<file path="src/design/drive_flags_pkg.sv">
// Package of constants, register map and carrier types for the drive status flag block
package drive_flags_pkg;

  // -------------------------------------------------------------------------
  // Bus and register map
  // -------------------------------------------------------------------------
  localparam int          ADDR_W            = 12;
  localparam int          DATA_W            = 32;
  localparam logic [11:0] OFS_CONTROL       = 12'h000;
  localparam logic [11:0] OFS_HOUR_LIMIT    = 12'h004;
  localparam logic [11:0] OFS_THERM_SET     = 12'h008;
  localparam logic [11:0] OFS_THERM_CURVE   = 12'h00c;
  localparam logic [11:0] OFS_WARN_LEVEL    = 12'h010;
  localparam logic [11:0] OFS_FREE_PT0      = 12'h014;
  localparam logic [11:0] OFS_FREE_PT1      = 12'h018;
  localparam logic [11:0] OFS_FREE_PT2      = 12'h01c;
  localparam logic [11:0] OFS_SPEED_THR     = 12'h020;
  localparam logic [11:0] OFS_BRAKE_CUR     = 12'h024;
  localparam logic [11:0] OFS_STATUS        = 12'h028;
  localparam logic [11:0] OFS_RUN_HOURS     = 12'h02c;
  localparam logic [11:0] OFS_POWER_HOURS   = 12'h030;
  localparam logic [11:0] OFS_THERM_ACC     = 12'h034;

  // Control register bits
  localparam int CTL_BRAKE_EN = 0;
  localparam int CTL_PROF_LSB = 1;

  // -------------------------------------------------------------------------
  // Thermal scaling: currents in 1/10 A, setting in 1/100 of rated
  // -------------------------------------------------------------------------
  localparam logic [7:0]  SET_MIN_PCT       = 8'h14;   // 0.2 x rated
  localparam logic [7:0]  SET_MAX_PCT       = 8'h78;   // 1.2 x rated
  localparam logic [7:0]  PCT_FULL          = 8'h64;   // 100 percent
  localparam logic [15:0] FREQ_MAX          = 16'h0190; // 400 Hz
  localparam logic [15:0] CUR_MAX           = 16'h2710; // 1000.0 A
  localparam logic [15:0] FREQ_REDUCED_KNEE = 16'h00c8; // 20.0 Hz in 1/10 Hz
  localparam logic [15:0] FREQ_CONST_KNEE   = 16'h0019; // 2.5 Hz in 1/10 Hz
  localparam logic [7:0]  FACT_REDUCED      = 8'h50;   // 0.8
  localparam logic [7:0]  FACT_CONST        = 8'h5a;   // 0.9
  localparam logic [1:0]  CURVE_REDUCED     = 2'h0;
  localparam logic [1:0]  CURVE_CONST       = 2'h1;
  localparam int          NUM_PROFILES      = 3;
  localparam int          NUM_FREE_PTS      = 3;

  // -------------------------------------------------------------------------
  // Hour timing
  // -------------------------------------------------------------------------
  localparam int CLK_HZ         = 100_000_000;
  localparam int HOUR_S         = 3600;
  localparam longint HOUR_CYCLES = longint'(CLK_HZ) * longint'(HOUR_S);

  typedef struct packed {
    logic [15:0] freq;   // Hz
    logic [15:0] cur;    // 1/10 A, zero disables the point
  } free_point_type;

  typedef struct packed {
    logic        torque_limit_flag;
    logic        run_hours_over;
    logic        power_hours_over;
    logic        thermal_warning;
    logic        brake_release_out;
    logic        brake_fault_out;
    logic        zero_speed_flag;
    logic        speed_error_flag;
    logic        position_done_flag;
  } flags_type;

  typedef struct packed {
    logic [15:0] current;      // 1/10 A
    logic [15:0] freq;         // 1/10 Hz
    logic [15:0] torque;
    logic [15:0] torque_lim;
    logic        running;
    logic        driving;
  } drive_meas_type;

endpackage

</file>
<file path="src/design/drive_status_output_flags.sv">
// Status flag logic of a motor drive: torque, hours, thermal, brake and encoder flags
// Operation
// - Torque flag high while limiting; falls by itself below the limit.
// - Torque flag only while the torque limit enable input is on.
// - Two hour counters: run-mode hours and powered hours.
// - Run-hours-over once run hours exceed the hour limit.
// - Power-hours-over once powered hours exceed the hour limit.
// - Both hour comparisons share one hour limit.
// - Thermal model integrates current squared over time.
// - Thermal warning at warn level percent (0 to 100) of trip level.
// - Three motor profiles each keep their own thermal setting and curve; all share one thermal level.
// - Thermal setting limited on write to 0.2 to 1.2 of rated current; reset loads 0.
// - Curve select: 00 reduced torque, others constant or free-setting.
// - Reduced torque curve: trip current 0.8 at 20 Hz.
// - Constant torque curve: trip current 0.9 at 2.5 Hz.
// - Free curve of three points; zero current disables a point.
// - Brake release high only while driving the motor.
// - Brake fault when current is below the releasing current.
// - Brake fault low when brake unused or current correct.
// - Release needs an active high level; open line engages brake.
// - Zero speed flag when encoder pulses have stopped.
// - Speed error flag when velocity error exceeds its threshold.
// - Position done flag when load position equals target.
//
// Register access over APB and the address map are this design's own decisions.
`timescale 1ns/1ns
module drive_status_output_flags
  import drive_flags_pkg::*;
#(
  parameter longint HOUR_TICKS     = HOUR_CYCLES,
  parameter int     ZS_IDLE_CYC    = 1_000_000,
  parameter int     RATED_CUR      = 16'd460
) (
  input  wire logic                clk_sys,
  input  wire logic                sys_rst,
  input  wire logic                psel,
  input  wire logic                penable,
  input  wire logic                pwrite,
  input  wire logic [ADDR_W-1:0]   paddr,
  input  wire logic [DATA_W-1:0]   pwdata,
  output logic      [DATA_W-1:0]   prdata,
  output logic                     pready,
  output logic                     pslverr,
  input  wire logic                torque_limit_enable_in,
  input  wire logic                enc_pulse_in,
  input  wire drive_meas_type      meas,
  input  wire logic signed [15:0]  speed_ref,
  input  wire logic signed [15:0]  speed_fb,
  input  wire logic [31:0]         target_pos,
  input  wire logic [31:0]         load_pos,
  output flags_type                flags
);

  // -------------------------------------------------------------------------
  // State
  // -------------------------------------------------------------------------
  typedef struct packed {
    logic [DATA_W-1:0]  rdata;
    logic               ready;
    logic               slverr;
    logic               brake_en;
    logic [1:0]         profile;
    logic [31:0]        hour_limit;
    logic [2:0][7:0]    therm_set;
    logic [2:0][1:0]    therm_curve;
    logic [7:0]         warn_level;
    free_point_type [2:0] free_pt;
    logic [15:0]        speed_thr;
    logic [15:0]        brake_cur;
    logic [43:0]        run_tick;
    logic [43:0]        pwr_tick;
    logic [31:0]        run_hours;
    logic [31:0]        power_hours;
    logic [47:0]        therm_acc;
    logic [2:0]         enc_sync;
    logic               enc_stable;
    logic [31:0]        idle_cnt;
    flags_type          flg;
  } state_type;

  state_type st;
  state_type next_st;

  // -------------------------------------------------------------------------
  // Thermal trip derivation
  // -------------------------------------------------------------------------
  logic [7:0]  set_pct;
  logic [1:0]  curve;
  logic [7:0]  derate;
  logic [15:0] trip_cur;
  logic [31:0] trip_sq;
  logic [47:0] trip_acc;
  logic [47:0] warn_acc;
  logic [31:0] cur_sq;
  logic [15:0] free_cur;
  logic [15:0] speed_err;
  logic        apb_acc;
  logic        wr;
  logic [1:0]  pidx;

  always_comb begin
    pidx = (st.profile < 2'(NUM_PROFILES)) ? st.profile : 2'h0;
    set_pct = st.therm_set[pidx];
    curve = st.therm_curve[pidx];
    free_cur = 16'h0;
    for (int i = NUM_FREE_PTS - 1; i >= 0; i--) begin
      if (st.free_pt[i].cur != 16'h0 &&
          meas.freq <= 16'(st.free_pt[i].freq * 16'd10)) begin
        free_cur = st.free_pt[i].cur;
      end
    end
    derate = PCT_FULL;
    if (curve == CURVE_REDUCED && meas.freq <= FREQ_REDUCED_KNEE) begin
      derate = FACT_REDUCED;
    end else if (curve == CURVE_CONST && meas.freq <= FREQ_CONST_KNEE) begin
      derate = FACT_CONST;
    end
    trip_cur = 16'((32'(RATED_CUR) * 32'(set_pct) * 32'(derate)) / 32'd10000);
    if (curve != CURVE_REDUCED && curve != CURVE_CONST && free_cur != 16'h0) begin
      trip_cur = free_cur;
    end
    trip_sq  = 32'(trip_cur) * 32'(trip_cur);
    trip_acc = {trip_sq, 16'h0};
    warn_acc = 48'((64'(trip_acc) * 64'(st.warn_level)) / 64'(PCT_FULL));
    cur_sq   = 32'(meas.current) * 32'(meas.current);
    speed_err = (speed_ref > speed_fb) ? 16'(speed_ref - speed_fb)
                                       : 16'(speed_fb - speed_ref);
    apb_acc  = psel && penable;
    wr       = apb_acc && pwrite;
  end

  // -------------------------------------------------------------------------
  // Next state
  // -------------------------------------------------------------------------
  always_comb begin
    next_st = st;
    // APB slave: one wait state, answer in the cycle after the access phase starts
    next_st.ready  = apb_acc && !st.ready;
    next_st.slverr = 1'b0;
    next_st.rdata  = '0;
    if (apb_acc && !st.ready) begin
      unique case (paddr)
        OFS_CONTROL:     next_st.rdata = {29'h0, st.profile, st.brake_en};
        OFS_HOUR_LIMIT:  next_st.rdata = st.hour_limit;
        OFS_THERM_SET:   next_st.rdata = {24'h0, st.therm_set[pidx]};
        OFS_THERM_CURVE: next_st.rdata = {30'h0, st.therm_curve[pidx]};
        OFS_WARN_LEVEL:  next_st.rdata = {24'h0, st.warn_level};
        OFS_FREE_PT0:    next_st.rdata = st.free_pt[0];
        OFS_FREE_PT1:    next_st.rdata = st.free_pt[1];
        OFS_FREE_PT2:    next_st.rdata = st.free_pt[2];
        OFS_SPEED_THR:   next_st.rdata = {16'h0, st.speed_thr};
        OFS_BRAKE_CUR:   next_st.rdata = {16'h0, st.brake_cur};
        OFS_STATUS:      next_st.rdata = {23'h0, st.flg};
        OFS_RUN_HOURS:   next_st.rdata = st.run_hours;
        OFS_POWER_HOURS: next_st.rdata = st.power_hours;
        OFS_THERM_ACC:   next_st.rdata = st.therm_acc[47:16];
        default:         next_st.slverr = 1'b1;
      endcase
      if (wr) begin
        next_st.rdata = '0;
        unique case (paddr)
          OFS_CONTROL: begin
            next_st.brake_en = pwdata[CTL_BRAKE_EN];
            next_st.profile  = pwdata[CTL_PROF_LSB +: 2];
          end
          OFS_HOUR_LIMIT:  next_st.hour_limit = pwdata;
          OFS_THERM_SET: begin
            if (pwdata[7:0] < SET_MIN_PCT) next_st.therm_set[pidx] = SET_MIN_PCT;
            else if (pwdata[7:0] > SET_MAX_PCT) next_st.therm_set[pidx] = SET_MAX_PCT;
            else next_st.therm_set[pidx] = pwdata[7:0];
          end
          OFS_THERM_CURVE: next_st.therm_curve[pidx] = pwdata[1:0];
          OFS_WARN_LEVEL:
            next_st.warn_level = (pwdata[7:0] > PCT_FULL) ? PCT_FULL : pwdata[7:0];
          OFS_FREE_PT0, OFS_FREE_PT1, OFS_FREE_PT2: begin
            next_st.free_pt[paddr[3:2] - 2'h1].freq =
              (pwdata[31:16] > FREQ_MAX) ? FREQ_MAX : pwdata[31:16];
            next_st.free_pt[paddr[3:2] - 2'h1].cur =
              (pwdata[15:0] > CUR_MAX) ? CUR_MAX : pwdata[15:0];
          end
          OFS_SPEED_THR:   next_st.speed_thr = pwdata[15:0];
          OFS_BRAKE_CUR:   next_st.brake_cur = pwdata[15:0];
          default:         next_st.slverr = !(paddr inside {OFS_STATUS, OFS_RUN_HOURS,
                                              OFS_POWER_HOURS, OFS_THERM_ACC});
        endcase
      end
    end

    // Hour counters; a tick register wraps each hour
    next_st.pwr_tick = st.pwr_tick + 44'h1;
    if (st.pwr_tick >= 44'(HOUR_TICKS - 1)) begin
      next_st.pwr_tick    = '0;
      next_st.power_hours = st.power_hours + 32'h1;
    end
    if (meas.running) begin
      next_st.run_tick = st.run_tick + 44'h1;
      if (st.run_tick >= 44'(HOUR_TICKS - 1)) begin
        next_st.run_tick  = '0;
        next_st.run_hours = st.run_hours + 32'h1;
      end
    end

    // Thermal integrator: current squared per cycle, cools at the trip level squared
    if (64'(st.therm_acc) + 64'(cur_sq) > 64'(trip_acc) + 64'(trip_sq))
      next_st.therm_acc = trip_acc;
    else if (st.therm_acc + 48'(cur_sq) > 48'(trip_sq))
      next_st.therm_acc = st.therm_acc + 48'(cur_sq) - 48'(trip_sq);
    else
      next_st.therm_acc = '0;

    // Encoder pulse synchroniser, two last stages must agree
    next_st.enc_sync = {st.enc_sync[1:0], enc_pulse_in};
    if (st.enc_sync[2] == st.enc_sync[1]) next_st.enc_stable = st.enc_sync[2];
    if (next_st.enc_stable != st.enc_stable) next_st.idle_cnt = '0;
    else if (st.idle_cnt < 32'(ZS_IDLE_CYC)) next_st.idle_cnt = st.idle_cnt + 32'h1;

    // Flags
    next_st.flg.torque_limit_flag = torque_limit_enable_in &&
                                    (meas.torque >= meas.torque_lim);
    next_st.flg.run_hours_over   = st.run_hours > st.hour_limit;
    next_st.flg.power_hours_over = st.power_hours > st.hour_limit;
    next_st.flg.thermal_warning  = st.therm_acc >= warn_acc;
    // Active high release so that a broken line leaves the brake holding
    next_st.flg.brake_release_out = st.brake_en && meas.driving &&
                                    meas.current >= st.brake_cur;
    next_st.flg.brake_fault_out = st.brake_en && meas.driving &&
                                  meas.current < st.brake_cur;
    next_st.flg.zero_speed_flag  = st.idle_cnt >= 32'(ZS_IDLE_CYC);
    next_st.flg.speed_error_flag = speed_err > st.speed_thr;
    next_st.flg.position_done_flag = load_pos == target_pos;
  end

  // -------------------------------------------------------------------------
  // Registers
  // -------------------------------------------------------------------------
  always_ff @(posedge clk_sys) begin
    if (sys_rst) begin
      st <= '0;
    end else begin
      st <= next_st;
    end
  end

  assign prdata  = st.rdata;
  assign pready  = st.ready;
  assign pslverr = st.slverr;
  assign flags   = st.flg;

  // -------------------------------------------------------------------------
  // Checks
  // -------------------------------------------------------------------------
  a_torque_flag_gate: assert property (@(posedge clk_sys) disable iff (sys_rst)
    !$past(torque_limit_enable_in) |-> !flags.torque_limit_flag)
    else $error("torque flag without enable");
  a_torque_flag_follow: assert property (@(posedge clk_sys) disable iff (sys_rst)
    ($past(torque_limit_enable_in) && $past(meas.torque) < $past(meas.torque_lim))
      |-> !flags.torque_limit_flag)
    else $error("torque flag stuck");
  a_run_hours_cmp: assert property (@(posedge clk_sys) disable iff (sys_rst)
    ($past(st.run_hours) > $past(st.hour_limit)) |-> flags.run_hours_over)
    else $error("run hours over missed");
  a_power_hours_cmp: assert property (@(posedge clk_sys) disable iff (sys_rst)
    ($past(st.power_hours) <= $past(st.hour_limit)) |-> !flags.power_hours_over)
    else $error("power hours over early");
  a_hours_monotone: assert property (@(posedge clk_sys) disable iff (sys_rst)
    st.power_hours >= $past(st.power_hours))
    else $error("power hours decreased");
  a_brake_hold: assert property (@(posedge clk_sys) disable iff (sys_rst)
    !$past(meas.driving) |-> !flags.brake_release_out && !flags.brake_fault_out)
    else $error("brake released while idle");
  a_brake_exclusive: assert property (@(posedge clk_sys) disable iff (sys_rst)
    !(flags.brake_release_out && flags.brake_fault_out))
    else $error("brake release and fault together");
  a_position_done: assert property (@(posedge clk_sys) disable iff (sys_rst)
    ($past(load_pos) == $past(target_pos)) |-> flags.position_done_flag)
    else $error("position done missed");
  a_apb_ready_pulse: assert property (@(posedge clk_sys) disable iff (sys_rst)
    pready |=> !pready)
    else $error("ready held two cycles");

  a_apb_err_ready: assert property (@(posedge clk_sys) disable iff (sys_rst)
    pslverr |-> pready)
    else $error("error without ready");

  a_apb_rdata_idle: assert property (@(posedge clk_sys) disable iff (sys_rst)
    !pready |-> (prdata == '0))
    else $error("read data outside answer");

  // -------------------------------------------------------------------------
  // Flag checks
  // -------------------------------------------------------------------------
  a_flags_reset: assert property (@(posedge clk_sys)
    sys_rst |=> (flags == '0))
    else $error("flags not cleared by reset");

  a_power_hours_set: assert property (@(posedge clk_sys) disable iff (sys_rst)
    ($past(st.power_hours) > $past(st.hour_limit)) |-> flags.power_hours_over)
    else $error("power hours over missed");

  a_run_hours_hold: assert property (@(posedge clk_sys) disable iff (sys_rst)
    !$past(meas.running) |-> (st.run_hours == $past(st.run_hours)))
    else $error("run hours moved while stopped");

  a_run_hours_step: assert property (@(posedge clk_sys) disable iff (sys_rst)
    (st.run_hours == $past(st.run_hours)) || (st.run_hours == $past(st.run_hours) + 32'h1))
    else $error("run hours jumped");

  a_power_hours_step: assert property (@(posedge clk_sys) disable iff (sys_rst)
    (st.power_hours == $past(st.power_hours)) ||
    (st.power_hours == $past(st.power_hours) + 32'h1))
    else $error("power hours jumped");

  a_warn_level_cap: assert property (@(posedge clk_sys) disable iff (sys_rst)
    st.warn_level <= PCT_FULL)
    else $error("warn level above full scale");

  a_fault_low_cur: assert property (@(posedge clk_sys) disable iff (sys_rst)
    flags.brake_fault_out |-> ($past(meas.current) < $past(st.brake_cur)))
    else $error("brake fault with enough current");

  a_fault_unused: assert property (@(posedge clk_sys) disable iff (sys_rst)
    !$past(st.brake_en) |-> !flags.brake_fault_out)
    else $error("brake fault while unused");

  // Release only follows an active request, never a default level
  a_release_active: assert property (@(posedge clk_sys) disable iff (sys_rst)
    flags.brake_release_out |-> $past(st.brake_en && meas.driving))
    else $error("brake released without request");

  a_zero_speed_idle: assert property (@(posedge clk_sys) disable iff (sys_rst)
    flags.zero_speed_flag |-> ($past(st.idle_cnt) >= 32'(ZS_IDLE_CYC)))
    else $error("zero speed while pulses seen");

  a_speed_err_equal: assert property (@(posedge clk_sys) disable iff (sys_rst)
    ($past(speed_ref) == $past(speed_fb)) |-> !flags.speed_error_flag)
    else $error("speed error with no deviation");

  a_speed_err_over: assert property (@(posedge clk_sys) disable iff (sys_rst)
    $past(speed_err > st.speed_thr) |-> flags.speed_error_flag)
    else $error("speed error missed");

  a_position_away: assert property (@(posedge clk_sys) disable iff (sys_rst)
    ($past(load_pos) != $past(target_pos)) |-> !flags.position_done_flag)
    else $error("position done while away");

endmodule

</file>
<file path="config.mk">
export PLATFORM = sky130hd
export DESIGN_NAME = drive_status_output_flags
export DESIGN_NICKNAME = d
export VERILOG_FILES = /design/src/design/drive_flags_pkg.sv /design/src/design/drive_status_output_flags.sv
export SDC_FILE = /design/constraint.sdc
export NUM_CORES = 2
export LEC_CHECK = 0
export BUFFER_PORTS_ARGS = -buffer_cell sky130_fd_sc_hd__buf_2
export CORE_UTILIZATION = 38
export CTS_CLUSTER_SIZE = 12
export DETAILED_ROUTE_END_ITERATION = 7
export PLACE_DENSITY_LB_ADDON = 0.15
export SYNTH_ARGS = -nofsm -noshare
export SYNTH_HDL_FRONTEND = slang
export SYNTH_SLANG_ARGS = --single-unit
</file>
<file path="constraint.sdc">
create_clock -name clk_sys -period 71.4 [get_ports clk_sys]
set_input_delay 7.14 -clock clk_sys [delete_from_list [all_inputs] [get_ports clk_sys]]
set_output_delay 7.14 -clock clk_sys [all_outputs]
set_load 0.05 [all_outputs]
</file>
==> results_dict.tcl <==
set metrics [dict create \
    drive_gt1_share_pct 22.5 \
    reg2reg_depth 324 \
    io_buffers 255 \
    tritoncts "built" \
    synth_edf_count 0 \
    gp_routability_congestion 0.959 \
    vias_per_cell 5.49 \
    boundaryPins 256 \
    hold_violations 0 \
    grt_use_total_pct 24.9 \
    htree_levels 2 \
    setup-violations-final 0 \
    netlist_area_um2 78700 \
    grt_pass1_wl_um 417000 \
    vias 73800 \
    areaGrowthSynthToFinish_pct 18.6 \
    nets 12300 \
    grt_pass1_vias 74000 \
    clock_path_buffers 3 \
    vdd_drop_max_v 0.000132 \
    grt_max_degree 102 \
    grtUsageMet1_pct 32.2 \
    die_h_um 457 \
    max-slew-margin-rel_pct 4.49 \
    status "finished, final reports clean" \
    crit_type "in2reg" \
    drtIter0Drc 4812 \
    slew_violations 0 \
    ys_ff_latch 480 \
    ant_nets 0 \
    fin_area_um2 93400 \
    crit_path_end_kind "register" \
    use_met3_pct 2.69 \
    ys.warnings.count 0 \
    drv_cap 0 \
    fin_skew_ns 0.0742 \
    path_common_cell "buf_4" \
    clkTransAtPathRegs_ns 0.08 \
    die_w_um 457 \
    synth_cell_types 211 \
    top_usage_layer "met2" \
    dieArea_um2 209000 \
    rows 166 \
    drt_wl_total_um 267000 \
    overflow 0 \
    cts-root-buf "clkbuf_16" \
    r2r-start "st[444]" \
    avgSynthCellArea_um2 8.20 \
    design.core.area_um2 205000 \
    drtPass1Iterations 6 \
    cp.arrival_ns 70.17 \
    grt_setup_unrepaired "true" \
    ys_async_sr_fraction_pct 0 \
    final.setup.tns_ns 0 \
    wl_per_cell_um 19.8 \
    critPathLaunch "meas[36]" \
    worst-r2r-setup-slack_ns 3.75 \
    insertion_delay_ns 0.71 \
    p_leak_nw 42.4 \
    final.min_clock_period_ns 69.67 \
    finalCritPeriodShare_pct 97.6 \
    fillCellCount 20400 \
    critPathMaxFanout 15 \
    dp_hpwl_um 219000 \
    critPathMaxStageDelay_ns 0.61 \
    synthCells 9595 \
    clock_sinks 480 \
    powerDensity_nw_per_um2 27.6 \
    cts-buffers-inserted 54 \
    cp-start-kind "input port" \
    required_ns 71.91 \
    max_freq_mhz 14.4 \
    seq_area_um2 9610 \
    antenna_found_initial 14 \
    ys_seq_area_share_pct 12.2 \
    endpoint "flags[5]" \
    tightestPinTransition_ns 1.42 \
    initial_core_util_pct 38.4 \
    synth_ff_type "dfxtp_1" \
    use_met2_pct 42.0 \
    r2r_end "flags[5]" \
    drc 0 \
    hold_path_class "reg2reg" \
    multi_input_area_um2 64300 \
    hold_buffers 0 \
    placed_area_um2 89700 \
    crit_slowest_cell "or4b_4" \
]
cells in the mapped netlist (all sizes together), types with 25 or more instances:
cell type,n,area [um2]
mux2i,94,1000
nand3,221,1200
ha,792,9910
nor2b,98,616
nand4,143,922
a311oi,28,349
and3,88,631
nor3,200,1100
a22oi,64,485
a222oi,26,260
xor2,247,2250
mux2,38,447
o31ai,45,433
a211o,28,263
o211ai,75,651
or3,60,418
a21oi,638,3390
nand2,860,3280
xnor2,392,3590
buf,126,1130
clkbuf,243,1210
nor4,74,531
o21ai,337,1810
dfxtp,480,9610
and2,369,2360
fa,568,11400
o221ai,26,288
nand3b,25,195
a21o,154,1220
o21bai,131,1010
a211oi,88,791
a2111oi,34,526
o22ai,56,363
nor2,794,3070
a21boi,27,248
inv,1051,3970
o2111ai,26,258
o21a,73,578
a22o,37,333
a221oi,58,606
a31oi,100,699
nand2b,98,623
or2,62,395
per-stage QoR:
step / cells / hold slack [ns] / worst slack, ns / power [W] / util (%)
after global placement: 13300 / 0.442 / -0.346 / 0.00223 / 43.7
after global routing: 13500 / 0.475 / -2.12 / 0.00283 / 45.5
after floorplan: 9599 / 0.414 / 0.0155 / 0.00178 / -
after detailed placement: 13300 / 0.445 / -0.931 / 0.00226 / 43.7
final: 13500 / 0.457 / 1.73 / 0.00258 / 45.5
after CTS: 13400 / 0.462 / 0.0959 / 0.00257 / 44.6
critical path, delay by kind of cell:
kind            cells  cell delay (ns)
mux                 8             1.39
simple gates       76            14.29
compound gates    137            28.63
buf+inv            54             7.19
xor+xnor            8             1.17
fa+ha+maj          27            10.25
worst min-delay path by stage:
stage | startpoint | end | slack (ns) | cells past startpoint
2_1_floorplan | next_st[43] | next_st[44] | 0.41 | 1
3_3_place_gp | st[37] | st[37] | 0.44 | 1
3_5_place_dp | register | register | 0.45 | 1
4_1_cts | register | register | 0.46 | 2
5_1_grt | st[35] | st[35] | 0.48 | 1
6_report | st[37] | st[37] | 0.46 | 1
layer usage:
layer | up-vias | share of wire (%)
met5 | - | 0.031
met4 | 14 | 4.3
li1 | 35700 | -
met3 | 384 | 4.8
met2 | 1818 | 47
met1 | 35900 | 44
cells in the final DEF, fill, tap and decap left out, types with 56 or more instances in the layout:
cell,count
nand4_1,140
ha_1,788
a22oi_1,62
and2_1,329
a211oi_1,60
o21ai_0,250
inv_1,1038
a31oi_1,85
nand3_1,206
xor2_1,232
nor2b_1,96
xnor2_1,354
a21oi_1,579
o21ai_1,56
dfxtp_1,480
buf_2,254
o21bai_1,124
nor4_1,60
mux2i_1,79
fa_1,567
buf_4,1173
o211ai_1,61
nor2_1,756
nand2_1,843
o21a_1,58
a21o_1,114
nor3_1,168
nand2b_1,96
kinds of logic after synthesis:
family / share of synthesized area (%)
AO/OA/AOI/OAI: 22.1
XOR/XNOR: 7.43
multiplexers: 1.84
flip-flops: 12.2
AND/OR/NAND/NOR: 21.1
adder cells (fa/ha/maj): 27.2
other: 0.00476
buffers and inverters: 8.14
area by class of cell:
| class | count | area share, % |
|---|---|---|
| diodes | 9 | 0.0241 |
| clock inverters | 20 | 0.346 |
| multi-input cells | 7688 | 68.8 |
| repair buffers | 1439 | 11.0 |
| flip-flops and latches | 480 | 10.3 |
| well taps | 2688 | 3.60 |
| inverters | 1057 | 4.29 |
| clock buffers | 74 | 1.65 |
repair_timing:
item                       4_1_cts  5_1_grt
gates cloned                     0        0
pin swaps                        4       96
buffers inserted                 3       65
setup endpoints to repair        1        1
gates resized for setup          9      220
where the power goes:
group          leakage [nW]  internal [W]  switching (W)
sequential             3.87      0.000283      0.0000269
combinational          37.6      0.000841        0.00113
clock                 0.903      0.000170       0.000131
(Power assumes the default switching activity.)
